<file path="src/verilog/asa_pkg.sv">
// Shared constants and types for the serial adapter status and command block
`default_nettype none
package asa_pkg;
  // ********************************************************
  // Register addresses on the 8-bit processor bus
  // ********************************************************
  localparam logic [15:0] DATA_ADDR   = 16'hEFF0;
  localparam logic [15:0] STATUS_ADDR = 16'hEFF1;
  localparam logic [15:0] CMD_ADDR    = 16'hEFF2;
  localparam logic [15:0] CTRL_ADDR   = 16'hEFF3;

  // ********************************************************
  // Field positions and reset values
  // ********************************************************
  localparam int ST_PARITY  = 0;
  localparam int ST_FRAME   = 1;
  localparam int ST_OVERRUN = 2;
  localparam int ST_RXFULL  = 3;
  localparam int ST_TXEMPTY = 4;
  localparam int ST_CARRIER = 5;
  localparam int ST_DSR     = 6;
  localparam int ST_IRQ     = 7;
  localparam int CMD_ENABLE = 0;
  localparam int CMD_RXBLK  = 1;
  localparam int CMD_TXM_LO = 2;
  localparam int CMD_ECHO   = 4;
  localparam int CMD_PAR_EN = 5;
  localparam int CMD_PSEL   = 6;
  localparam int CTRL_WL_LO = 0;
  localparam int CTRL_STOP2 = 2;
  localparam int CTRL_EXTCK = 3;
  localparam logic [7:0] CMD_RESET  = 8'h00;
  localparam logic [7:0] CTRL_RESET = 8'h00;
  localparam logic [7:0] DATA_RESET = 8'h00;

  // ********************************************************
  // Timing
  // ********************************************************
  localparam int CLK_PERIOD_NS = 4;
  localparam int DEFAULT_BAUD  = 9600;
  localparam int NS_PER_S      = 1000000000;
  localparam logic [3:0] OVERSAMPLE_LAST = 4'hF;
  localparam logic [3:0] MID_SAMPLE      = 4'h7;

  // ********************************************************
  // Types
  // ********************************************************
  typedef enum logic [1:0] {
    TX_IRQ_OFF_CODE  = 2'h0,
    TX_IRQ_ON_CODE   = 2'h1,
    TX_IRQ_OFF_RTSLO = 2'h2,
    SEND_BREAK_CODE  = 2'h3
  } asa_txmode_t;
  typedef enum logic [1:0] {PAR_ODD = 2'h0, PAR_EVEN = 2'h1, PAR_MARK = 2'h2,
                            PAR_SPACE = 2'h3} asa_parsel_t;
  typedef enum logic [1:0] {RX_IDLE = 2'h0, RX_START = 2'h1, RX_BITS = 2'h3,
                            RX_STOP = 2'h2} asa_rxstate_t;
  typedef enum logic {TX_IDLE = 1'b0, TX_SHIFT = 1'b1} asa_txstate_t;
endpackage : asa_pkg
`default_nettype wire

</file>
<file path="src/verilog/asa_rx_shifter.sv">
// Receive deserialiser: start detect, data and parity sampling, stop check
`timescale 1ns/1ns
`default_nettype none
module asa_rx_shifter (
  // Clock and reset
  input  wire logic       clock,
  input  wire logic       resetn,
  // Timing and line
  input  wire logic       tick16,
  input  wire logic       rxd,
  // Frame format
  input  wire logic       enable,
  input  wire logic [3:0] dataBits,
  input  wire logic       parPresent,
  input  wire logic       parCheck,
  input  wire logic       parOdd,
  // Received character
  output logic            charValid,
  output logic [7:0]      charData,
  output logic            parityErr,
  output logic            framingErr
);
  asa_pkg::asa_rxstate_t state_r, state_nxt;
  logic [3:0] sub_r;
  logic [3:0] idx_r;
  logic [8:0] sh_r;
  logic [3:0] total;
  logic [8:0] aligned;
  logic [7:0] dataMask;
  logic [7:0] dataWord;
  logic       parBit;
  logic       lastSub;

  // Bits to collect after the start bit, then right-justify them
  assign total    = dataBits + {3'h0, parPresent};
  assign aligned  = sh_r >> (4'd9 - total);
  assign dataMask = 8'(9'h0FF >> (4'd8 - dataBits));
  assign dataWord = aligned[7:0] & dataMask;
  assign parBit   = aligned[dataBits];
  assign lastSub  = tick16 && (sub_r == asa_pkg::OVERSAMPLE_LAST);

  // Next state
  always_comb begin
    state_nxt = state_r;
    case (state_r)
      asa_pkg::RX_IDLE:  if (enable && tick16 && !rxd) state_nxt = asa_pkg::RX_START;
      asa_pkg::RX_START: if (tick16 && sub_r == asa_pkg::MID_SAMPLE)
                           state_nxt = rxd ? asa_pkg::RX_IDLE : asa_pkg::RX_BITS;
      asa_pkg::RX_BITS:  if (lastSub && idx_r == total - 4'd1) state_nxt = asa_pkg::RX_STOP;
      asa_pkg::RX_STOP:  if (lastSub) state_nxt = asa_pkg::RX_IDLE;
      default:           state_nxt = asa_pkg::RX_IDLE;
    endcase
  end

  // Sampling counters and shift register, LSB arrives first
  always_ff @(posedge clock or negedge resetn) begin
    if (!resetn) begin
      state_r <= asa_pkg::RX_IDLE;
      sub_r   <= 4'h0;
      idx_r   <= 4'h0;
      sh_r    <= 9'h000;
    end else begin
      state_r <= state_nxt;
      if (state_r != state_nxt) sub_r <= 4'h0;
      else if (tick16) sub_r <= sub_r + 4'h1;
      if (state_r == asa_pkg::RX_START) idx_r <= 4'h0;
      else if (state_r == asa_pkg::RX_BITS && lastSub) begin
        idx_r <= idx_r + 4'h1;
        sh_r  <= {rxd, sh_r[8:1]};
      end
    end
  end

  // Character delivery at the stop bit sample
  always_ff @(posedge clock or negedge resetn) begin
    if (!resetn) begin
      charValid  <= 1'b0;
      charData   <= 8'h00;
      parityErr  <= 1'b0;
      framingErr <= 1'b0;
    end else begin
      charValid <= (state_r == asa_pkg::RX_STOP) && lastSub;
      if ((state_r == asa_pkg::RX_STOP) && lastSub) begin
        charData   <= dataWord;
        parityErr  <= parCheck && ((^dataWord ^ parBit) != parOdd);
        framingErr <= !rxd;
      end
    end
  end
endmodule : asa_rx_shifter
`default_nettype wire

</file>
<file path="src/verilog/asa_serial_adapter.sv">
// Serial adapter: data, status, command and control registers with tx/rx
`timescale 1ns/1ns
`default_nettype none
module asa_serial_adapter #(
  parameter int BAUD = asa_pkg::DEFAULT_BAUD
) (
  // Clock and reset
  input  wire logic        clock,
  input  wire logic        resetn,
  // Processor bus
  input  wire logic [15:0] busAddr,
  input  wire logic        busRead,
  input  wire logic        busWrite,
  input  wire logic [7:0]  busWrData,
  output logic [7:0]       busRdData,
  output logic             irqN,
  // Serial line and modem controls
  input  wire logic        rxd,
  output logic             txd,
  input  wire logic        clearToSendN,
  output logic             requestToSendN,
  output logic             dataTermReadyN,
  input  wire logic        carrierDetectN,
  input  wire logic        dataSetReadyN,
  input  wire logic        extTick16
);
  localparam int DIV = asa_pkg::NS_PER_S / (asa_pkg::CLK_PERIOD_NS * 16 * BAUD);
  localparam logic [15:0] DIV_LAST = 16'(DIV - 1);

  // ********************************************************
  // Registers and wires
  // ********************************************************
  logic [7:0]  cmd_r, ctrl_r, rxData_r, txHold_r, status;
  logic        rxFull_r, txEmpty_r, overrun_r, parErr_r, frameErr_r, irq_r;
  logic [15:0] div_r;
  logic        intTick, tick16;
  logic        selData, selStatus, selCmd, selCtrl;
  logic        rdData, rdStatus, wrData;
  logic        enable, echo, parEn, parCheck, parOdd, stop2;
  logic [1:0]  parSel;
  logic [3:0]  dataBits, txTotal;
  asa_pkg::asa_txmode_t txMode;
  logic        charValid, rxParErr, rxFrameErr;
  logic [7:0]  charData, txMasked;
  logic        txParBit, txStart, txTransfer, irqSet;
  logic [11:0] txPayload;
  asa_pkg::asa_txstate_t txState_r;
  logic [11:0] txSh_r;
  logic [3:0]  txLeft_r, txSub_r;
  logic        txLast;

  // ********************************************************
  // Bus decode
  // ********************************************************
  assign selData   = busAddr == asa_pkg::DATA_ADDR;
  assign selStatus = busAddr == asa_pkg::STATUS_ADDR;
  assign selCmd    = busAddr == asa_pkg::CMD_ADDR;
  assign selCtrl   = busAddr == asa_pkg::CTRL_ADDR;
  assign rdData    = busRead && selData;
  assign rdStatus  = busRead && selStatus;
  assign wrData    = busWrite && selData;

  // Command and control field decode
  assign enable   = cmd_r[asa_pkg::CMD_ENABLE];
  assign txMode   = asa_pkg::asa_txmode_t'(cmd_r[asa_pkg::CMD_TXM_LO +: 2]);
  assign echo     = cmd_r[asa_pkg::CMD_ECHO];
  assign parEn    = cmd_r[asa_pkg::CMD_PAR_EN];
  assign parSel   = cmd_r[asa_pkg::CMD_PSEL +: 2];
  assign parCheck = parEn && !parSel[1];
  assign parOdd   = parSel == asa_pkg::PAR_ODD;
  assign dataBits = 4'd8 - {2'b00, ctrl_r[asa_pkg::CTRL_WL_LO +: 2]};
  assign stop2    = ctrl_r[asa_pkg::CTRL_STOP2];

  // Status assembly, modem bits taken straight from the pins
  assign status = {irq_r, dataSetReadyN, carrierDetectN, txEmpty_r,
                   rxFull_r, overrun_r, frameErr_r, parErr_r};

  // ********************************************************
  // Bit clock
  // ********************************************************
  assign intTick = div_r == DIV_LAST;
  assign tick16  = ctrl_r[asa_pkg::CTRL_EXTCK] ? extTick16 : intTick;

  // Internal sixteen-times divider
  always_ff @(posedge clock or negedge resetn) begin
    if (!resetn) div_r <= 16'h0000;
    else div_r <= intTick ? 16'h0000 : div_r + 16'h0001;
  end

  // ********************************************************
  // Register file
  // ********************************************************
  // Writable registers; status address ignores writes
  always_ff @(posedge clock or negedge resetn) begin
    if (!resetn) begin
      cmd_r    <= asa_pkg::CMD_RESET;
      ctrl_r   <= asa_pkg::CTRL_RESET;
      txHold_r <= asa_pkg::DATA_RESET;
    end else begin
      if (busWrite && selCmd) cmd_r <= busWrData;
      if (busWrite && selCtrl) ctrl_r <= busWrData;
      if (wrData) txHold_r <= busWrData;
    end
  end

  // Registered read data
  always_ff @(posedge clock or negedge resetn) begin
    if (!resetn) busRdData <= 8'h00;
    else if (busRead) begin
      case (1'b1)
        selData:   busRdData <= rxData_r;
        selStatus: busRdData <= status;
        selCmd:    busRdData <= cmd_r;
        selCtrl:   busRdData <= ctrl_r;
        default:   busRdData <= 8'h00;
      endcase
    end
  end

  // ********************************************************
  // Receive path and flags
  // ********************************************************
  asa_rx_shifter i_asa_rx_shifter (
    .clock      (clock),
    .resetn     (resetn),
    .tick16     (tick16),
    .rxd        (rxd),
    .enable     (enable),
    .dataBits   (dataBits),
    .parPresent (parEn),
    .parCheck   (parCheck),
    .parOdd     (parOdd),
    .charValid  (charValid),
    .charData   (charData),
    .parityErr  (rxParErr),
    .framingErr (rxFrameErr)
  );

  // Holding register and error flags; a new character wins over a read
  always_ff @(posedge clock or negedge resetn) begin
    if (!resetn) begin
      rxData_r   <= asa_pkg::DATA_RESET;
      rxFull_r   <= 1'b0;
      overrun_r  <= 1'b0;
      parErr_r   <= 1'b0;
      frameErr_r <= 1'b0;
    end else if (charValid) begin
      overrun_r  <= rxFull_r && !rdData;
      if (!rxFull_r || rdData) begin
        rxData_r   <= charData;
        rxFull_r   <= 1'b1;
        parErr_r   <= rxParErr;
        frameErr_r <= rxFrameErr;
      end
    end else if (rdData) begin
      rxFull_r  <= 1'b0;
      overrun_r <= 1'b0;
    end
  end

  // ********************************************************
  // Transmit path
  // ********************************************************
  assign txMasked  = txHold_r & 8'(9'h0FF >> (4'd8 - dataBits));
  assign txParBit  = parSel[1] ? !parSel[0] : (^txMasked ^ parOdd);
  assign txPayload = (12'hFFF << (dataBits + {3'h0, parEn}))
                   | ({11'h000, txParBit & parEn} << dataBits)
                   | {4'h0, txMasked};
  assign txTotal   = 4'd2 + dataBits + {3'h0, parEn} + {3'h0, stop2};
  assign txStart   = txState_r == asa_pkg::TX_IDLE && !txEmpty_r && enable
                   && !clearToSendN && txMode != asa_pkg::SEND_BREAK_CODE;
  assign txTransfer = txStart;
  assign txLast    = tick16 && txSub_r == asa_pkg::OVERSAMPLE_LAST;

  // Shifter: start bit, data LSB first, parity, stop bits
  always_ff @(posedge clock or negedge resetn) begin
    if (!resetn) begin
      txState_r <= asa_pkg::TX_IDLE;
      txSh_r    <= 12'hFFF;
      txLeft_r  <= 4'h0;
      txSub_r   <= 4'h0;
    end else begin
      case (txState_r)
        asa_pkg::TX_IDLE: if (txStart) begin
          txSh_r    <= {txPayload[10:0], 1'b0};
          txLeft_r  <= txTotal;
          txSub_r   <= 4'h0;
          txState_r <= asa_pkg::TX_SHIFT;
        end
        asa_pkg::TX_SHIFT: begin
          if (tick16) txSub_r <= txSub_r + 4'h1;
          if (txLast) begin
            txSh_r   <= {1'b1, txSh_r[11:1]};
            txLeft_r <= txLeft_r - 4'h1;
            if (txLeft_r == 4'h1) txState_r <= asa_pkg::TX_IDLE;
          end
        end
        default: txState_r <= asa_pkg::TX_IDLE;
      endcase
    end
  end

  // Holding flag: the transfer sets it, a data write clears it
  always_ff @(posedge clock or negedge resetn) begin
    if (!resetn) txEmpty_r <= 1'b1;
    else if (txTransfer) txEmpty_r <= 1'b1;
    else if (wrData) txEmpty_r <= 1'b0;
  end

  // Line and modem outputs
  always_ff @(posedge clock or negedge resetn) begin
    if (!resetn) begin
      txd            <= 1'b1;
      requestToSendN <= 1'b1;
      dataTermReadyN <= 1'b1;
    end else begin
      if (echo) txd <= rxd;
      else if (txState_r == asa_pkg::TX_SHIFT) txd <= txSh_r[0];
      else txd <= txMode != asa_pkg::SEND_BREAK_CODE;
      requestToSendN <= txMode == asa_pkg::TX_IRQ_OFF_CODE;
      dataTermReadyN <= !enable;
    end
  end

  // ********************************************************
  // Interrupt flag
  // ********************************************************
  assign irqSet = (charValid && !cmd_r[asa_pkg::CMD_RXBLK])
               || (txTransfer && txMode == asa_pkg::TX_IRQ_ON_CODE);

  // A new event wins over the clearing status read
  always_ff @(posedge clock or negedge resetn) begin
    if (!resetn) irq_r <= 1'b0;
    else if (irqSet) irq_r <= 1'b1;
    else if (rdStatus) irq_r <= 1'b0;
  end
  assign irqN = !irq_r;
endmodule : asa_serial_adapter
`default_nettype wire

</file>
<file path="config.mk">
export PLATFORM = sky130hd
export DESIGN_NAME = asa_serial_adapter
export DESIGN_NICKNAME = d
export VERILOG_FILES = /design/src/verilog/asa_pkg.sv /design/src/verilog/asa_rx_shifter.sv /design/src/verilog/asa_serial_adapter.sv
export SDC_FILE = /design/constraint.sdc
export NUM_CORES = 1
export LEC_CHECK = 0
export BUFFER_PORTS_ARGS = -buffer_cell sky130_fd_sc_hd__buf_2
export CORE_ASPECT_RATIO = 1.25
export CORE_MARGIN = 5
export CORE_UTILIZATION = 61
export DETAILED_ROUTE_END_ITERATION = 6
export GPL_ROUTABILITY_DRIVEN = 0
export PLACE_DENSITY = 0.92
export SYNTH_ARGS = -nofsm -noshare
export SYNTH_HDL_FRONTEND = slang
export SYNTH_SLANG_ARGS = --single-unit
</file>
<file path="constraint.sdc">
create_clock -name clock -period 4.67 [get_ports clock]
set_clock_uncertainty 0.15 [all_clocks]
set_input_delay 0.467 -clock clock [delete_from_list [all_inputs] [get_ports clock]]
set_output_delay 0.467 -clock clock [all_outputs]
set_load 0.005 [all_outputs]
</file>
==> flow_metrics.tcl, run 1 <==
set metrics [dict create \
    pin_count 45 \
    cp_slowest_stage_delay_ns 0.71 \
    hold_violations 0 \
    reg2reg_slack_ns 0.18 \
    dp_worst_setup_slack_ns 0.412 \
    syn_area_um2 6260 \
    cp_cell_sequence "ha_1 > inv_1 > fa_1 > buf_4 > mux4_2 > a2111oi_0 > o21ai_0 > xnor2_1 > xnor3_1 > xnor2_1 > a22o_1" \
    synth_cell_types 59 \
    vias 5092 \
    r2r_start "ctrl_r[0]$_DFFE_PN0P_" \
    firstDrtPassIters 6 \
    area_delta_synth_final_pct 13.8 \
    min_period_ns 4.49 \
    whs_ns 0.0382 \
    fin_ws_ns 0.180 \
    synth-warning-count 0 \
    synthCells 576 \
    cts.root.buffer_cell "clkbuf_16" \
    rows 41 \
    grt_use_total_pct 28.3 \
    port_buffers 44 \
    reg2reg_depth 11 \
    antenna_left 0 \
    initial_utilization_pct 62.2 \
    synth_seq_cells 116 \
    place_hpwl_mm 10.3 \
    crit_family "compound AO/OA/AOI/OAI gates" \
    holdCritPathClass "primary input to asynchronous set/reset pin" \
    slew_viol_final 0 \
    rsz0062_at_grt "no" \
    avgSynthCellArea_um2 10.9 \
    coreArea_um2 10100 \
    synth.net_count 631 \
    die_x_um 101 \
    numCtsBuffers 17 \
    first_iter_violations 701 \
    power_density_nw_per_um2 319 \
    outcome "finished clean" \
    grt_pass1_wl_mm 26.7 \
    cts_buffer_depth 2 \
    post_cts_buffers 0 \
    required_ns 4.83 \
    fin_crit_sh_pct 96.1 \
    cp_max_fo 18 \
    ys_seq_area_share_pct 46.7 \
    tightest_slew_ns 1.09 \
    htree_levels 4 \
    final_nets 675 \
    grt_pass1_vias 5261 \
    cts_resized 0 \
    hold_buffers 0 \
    finalPower_mw 2.27 \
    clock_sinks 116 \
    fin_tns_setup_ns 0 \
    irDropWorstVdd_mv 0.180 \
    drv_cap 0 \
    drive_gt1_share_pct 25.8 \
    wl_mm 16.4 \
    fmax_mhz 223 \
    grt_overflow 0 \
    drc 0 \
    wire_per_inst_um 21.5 \
    clkTransAtPathRegs_ns 0.06 \
    clk_latency_ns 0.42 \
    cts_tree "yes" \
    slew_headroom_pct 27.4 \
    critical_path_buf_inv_count 2 \
    final_util_pct 70.8 \
    cpMostUsedCell "xnor2_1" \
    diodes 0 \
    synth_edf_count 0 \
    p_leak_nw 3.27 \
    r2r-end "i_asa_rx_shifter.parityErr$_DFFE_PN0P_" \
    fp.dieArea_um2 12400 \
    via_per_inst 6.68 \
    slowest_stage "dfrtp_1" \
    die_h_um 123 \
    arrival_ns 4.65 \
    worstSetupPathType "flip-flop to flip-flop" \
    ys.flop_type "dfrtp_1" \
    grt_antenna_before_repair 0 \
    setup_viol 0 \
    synth_async_sr_flop_share_pct 100 \
    grt_max_degree 81 \
    worst_setup_path_start_kind "flip-flop" \
    crit_path_end_kind "flip-flop" \
]
-- power breakdown --
group | leakage, nW | total, mW | internal [mW] | switching [mW]
Sequential | 1.52 | 1.01 | 1.01 | 0.000760
Clock | 0.259 | 1.20 | 0.727 | 0.478
Combinational | 1.49 | 0.0553 | 0.0173 | 0.0380
-- metal layers --
metal  GRT usage (%)  up-vias  share of wire (%)  wire [um]
met2            46.3      361                 49       8010
met5               0        -                  0          0
met4            15.2        0                5.7        930
met1            33.6     2478                 37       6010
li1                -     2148                  -          -
met3            8.01      105                8.7       1420
-- cell usage after synthesis (all sizes together) (5+ instances only) --
cell	instances	area share, %
nand2b	9	0.90
dfstp	16	6.7
nand2	50	3.0
and3	8	0.80
mux2i	13	2.1
nor2	28	1.7
inv	34	2.0
ha	20	4.0
a31oi	6	0.70
mux2	51	9.2
o21ai	39	3.1
o31ai	5	0.60
buf	9	0.70
dfrtp	100	40
mux4	11	4.0
nand4b	5	0.70
nor3	7	0.56
clkbuf	13	0.78
nor2b	7	0.70
nand3	40	3.2
xnor2	19	2.7
xor2	13	1.8
a21oi	16	1.3
-- per-stage QoR --
stage / cells / instance area (um2)
6_report: 762 / 7120
5_1_grt: 762 / 7120
4_1_cts: 762 / 7120
3_5_place_dp: 730 / 6580
3_3_place_gp: 730 / 6580
2_1_floorplan: 576 / 6260
-- cells in the final DEF, fill, tap and decap left out, drive strengths merged, types with 8 or more instances in the layout --
master,count
xor2,13
nand3,40
nor2,28
xnor2,19
nand2,50
clkbuf,19
ha,20
and3,8
nand2b,9
dfstp,16
a21oi,16
inv,35
buf,47
dfrtp,100
mux4,11
mux2i,13
mux2,51
o21ai,39
-- how the worst max path moves through the flow --
stage	cells after the start	from	slack [ns]	end
2_1_floorplan	14	ctrl_r[0]$_DFFE_PN0P_	0.91	i_asa_rx_shifter.parityErr$_DFFE_PN0P_
3_3_place_gp	14	ctrl_r[0]$_DFFE_PN0P_	0.62	i_asa_rx_shifter.parityErr$_DFFE_PN0P_
3_5_place_dp	14	ctrl_r[0]$_DFFE_PN0P_	0.41	i_asa_rx_shifter.parityErr$_DFFE_PN0P_
4_1_cts	11	ctrl_r[0]$_DFFE_PN0P_	0.36	i_asa_rx_shifter.parityErr$_DFFE_PN0P_
5_1_grt	14	ctrl_r[0]$_DFFE_PN0P_	0.10	i_asa_rx_shifter.parityErr$_DFFE_PN0P_
6_report	11	ctrl_r[0]$_DFFE_PN0P_	0.18	i_asa_rx_shifter.parityErr$_DFFE_PN0P_
-- state kept, by name, indices dropped and copies added, names as in the netlist, 8 cells and up --
signal                     flops
txHold_r                       8
busRdData                      8
i_asa_rx_shifter.charData      8
i_asa_rx_shifter.sh_r          9
rxData_r                       8
ctrl_r                         8
cmd_r                          8
txSh_r                        12
div_r                         16
-- cell type report --
type                    count  area (um2)
repair buffers             47         245
inverters                  34         128
multi-input cells         404        3120
clock buffers              19         433
fillers                   583        2930
clock inverters            13         111
well taps                 129         161
flip-flops and latches    116        2920
-- logic make-up (layout without fill, tap and decap cells) --
logic type	Yosys count	in the layout	synth area share, %
xor gates and xnor gates	35	35	5.56
buffers and inverters	56	113	3.52
DFF	116	116	46.7
and+or+nand+nor	180	180	14.9
AOI/OAI and AO/OA	92	92	9.42
muxes	75	75	15.3
adders and majority gates	22	22	4.64
No activity file was read; power rests on OpenSTA's default activity.
==> run 2, diff against run 1 <==
--- a/config.mk
+++ b/config.mk
@@ -7,10 +7,10 @@
 export LEC_CHECK = 0
 export BUFFER_PORTS_ARGS = -buffer_cell sky130_fd_sc_hd__buf_2
 export CORE_ASPECT_RATIO = 1.25
-export CORE_MARGIN = 5
 export CORE_UTILIZATION = 61
 export DETAILED_ROUTE_END_ITERATION = 6
 export GPL_ROUTABILITY_DRIVEN = 0
+export GPL_TIMING_DRIVEN = 0
 export PLACE_DENSITY = 0.92
 export SYNTH_ARGS = -nofsm -noshare
 export SYNTH_HDL_FRONTEND = slang
==> flow_metrics.tcl, run 2 (same netlist as run 1, synthesis figures left out) <==
set metrics [dict create \
    r2r_start "ctrl_r[0]$_DFFE_PN0P_" \
    layout_common_cells "dfrtp_1 (100), mux2_2 (51), nand2_1 (50), buf_2 (47), nand3_1 (40)" \
    htree_levels 4 \
    switchingPower_uw 495 \
    hold_violations 0 \
    final_area_um2 7240 \
    port_buffers 43 \
    wire_per_inst_um 21.1 \
    first_iter_violations 678 \
    switching_share_pct 21.3 \
    reg2reg_depth 14 \
    cts_buffer_depth 2 \
    outcome "finished clean" \
    slew_viol_final 0 \
    largest_reg_flops 16 \
    final_common_cell "dfrtp_1" \
    required_ns 4.82 \
    grt_antenna_before_repair 0 \
    reg2reg_slack_ns 0.17 \
    antenna_left 0 \
    seq_area_um2 2920 \
    arrival_ns 4.65 \
    min_period_ns 4.50 \
    coreArea_um2 9810 \
    die_x_um 92.6 \
    grt_pass1_wl_mm 26.9 \
    vias 5112 \
    firstDrtPassIters 7 \
    drc 0 \
    cts_tree "yes" \
    place_hpwl_mm 10.7 \
    fill_cells 560 \
    pin_count 45 \
    drive_gt1_share_pct 25.1 \
    die_h_um 115 \
    clock_sinks 116 \
    slew_headroom_pct 44.7 \
    initial_utilization_pct 63.8 \
    holdPathStages 2 \
    rsz0062_at_grt "no" \
    p_leak_nw 3.33 \
    grt_pass1_vias 5312 \
    cp_max_fo 10 \
    cts.root.buffer_cell "clkbuf_16" \
    clk_latency_ns 0.42 \
    diodes 0 \
    grt_use_total_pct 33.4 \
    hold_end "ctrl_r[3]$_DFFE_PN0P_" \
    numCtsBuffers 17 \
    fmax_mhz 222 \
    reg_top3 "div_r: 16 flops, txSh_r: 12 flops, i_asa_rx_shifter.sh_r: 9 flops" \
    multi_input_area_um2 3110 \
    worstSetupPathType "flip-flop to flip-flop" \
    holdCritPathClass "primary input to flip-flop" \
    max_flop_register "div_r" \
    r2r-end "i_asa_rx_shifter.parityErr$_DFFE_PN0P_" \
    rows 40 \
    grt_overflow 0 \
    clkPwrFrac_pct 54.2 \
    dpl_cell_area_um2 6660 \
    grt_max_degree 60 \
    fin_tns_setup_ns 0 \
    fin_crit_sh_pct 96.3 \
    crit_path_end_kind "flip-flop" \
    p_int_mw 1.83 \
    tightest_slew_ns 0.822 \
    via_per_inst 6.56 \
    fp.dieArea_um2 10700 \
    drv_cap 0 \
    combPwrFrac_pct 2.5 \
    seqPwrFrac_pct 43.3 \
    irDropWorstVdd_mv 0.237 \
    final_nets 695 \
    worst_setup_path_start_kind "flip-flop" \
    clkTransAtPathRegs_ns 0.05 \
    wl_mm 16.4 \
    hold_start "busWrData[3]" \
    setup_viol 0 \
    area_delta_synth_final_pct 15.7 \
    power_density_nw_per_um2 322 \
]
-- run 2: cell types whose count changed in the layout (fill, tap and decap cells not counted), sizes merged --
cell	delta
clkbuf	+16
buf	+6
clkinvlp	-3
bufinv	+1
dlygate4sd3	+1
inv	-1
-- run 2: area by class of cell --
| cell class | count | share of cell area [%] |
|---|---|---|
| multi-input combinational | 404 | 43.0 |
| sequential | 116 | 40.4 |
| clock buffer | 22 | 6.41 |
| timing repair buffer | 45 | 3.53 |
| tap | 126 | 2.18 |
| inverter | 34 | 1.76 |
| clock inverter | 10 | 1.47 |
| buffer | 22 | 1.28 |
-- run 2: what timing repair did --
action | in CTS | in global routing
endpoints found under the hold margin | 32 | 0
endpoints found under the setup margin | 0 | 0
hold buffers | 1 | 0
gates resized for setup | 0 | 0
setup buffers | 0 | 0
-- run 2: metal layers --
metal  vias to the layer above  track usage, %  wire [um]
met5                         -               0          0
met4                         0            21.9       1070
met3                       104            9.19       1300
met2                       342            57.3       8050
met1                      2474            36.4       6030
li1                       2192               -          -
-- run 2: worst max path at each step --
stage | from | endpoint | slack (ns) | cells after the start
after floorplan | ctrl_r[0]$_DFFE_PN0P_ | i_asa_rx_shifter.parityErr$_DFFE_PN0P_ | 0.91 | 14
after global placement | ctrl_r[0]$_DFFE_PN0P_ | i_asa_rx_shifter.parityErr$_DFFE_PN0P_ | 0.50 | 14
after detailed placement | ctrl_r[0]$_DFFE_PN0P_ | i_asa_rx_shifter.parityErr$_DFFE_PN0P_ | 0.38 | 14
after CTS | ctrl_r[0]$_DFFE_PN0P_ | i_asa_rx_shifter.parityErr$_DFFE_PN0P_ | 0.26 | 14
after global routing | ctrl_r[0]$_DFFE_PN0P_ | i_asa_rx_shifter.parityErr$_DFFE_PN0P_ | 0.02 | 14
final | ctrl_r[0]$_DFFE_PN0P_ | i_asa_rx_shifter.parityErr$_DFFE_PN0P_ | 0.17 | 14
-- run 2: worst max-delay path: stages (launching register included) --
cell	delay (ns)
dfrtp_1	0.52
ha_1	0.21
inv_1	0.05
fa_1	0.74
ha_1	0.28
inv_1	0.07
ha_1	0.28
clkbuf_1	0.35
nand2b_1	0.29
or3_1	0.42
o221ai_1	0.24
xnor2_1	0.16
xnor3_1	0.26
xnor2_1	0.15
a22o_1	0.20
-- run 2: power by group through the flow --
| stage | clock network (mW) | registers [mW] | logic, mW |
|---|---|---|---|
| after floorplan | 0 | 1.03 | 0.0139 |
| after global placement | 0 | 1.02 | 0.0517 |
| after detailed placement | 0 | 1.02 | 0.0574 |
| after CTS | 1.26 | 1.01 | 0.0591 |
| after global routing | 1.31 | 1.01 | 0.0640 |
| final | 1.26 | 1.01 | 0.0587 |
-- run 2: stage by stage --
step                worst slack (ns)  util, %  std cells  hold WS (ns)  total power [mW]
global placement               0.495     67.6        745         0.303              1.08
finish                         0.173     73.8        779         0.172              2.33
floorplan                      0.911        -        576        0.0214              1.04
global route                  0.0177     73.8        779         0.179              2.38
detailed placement             0.377     67.9        746         0.309              1.08
CTS                            0.260     73.8        779         0.168              2.33
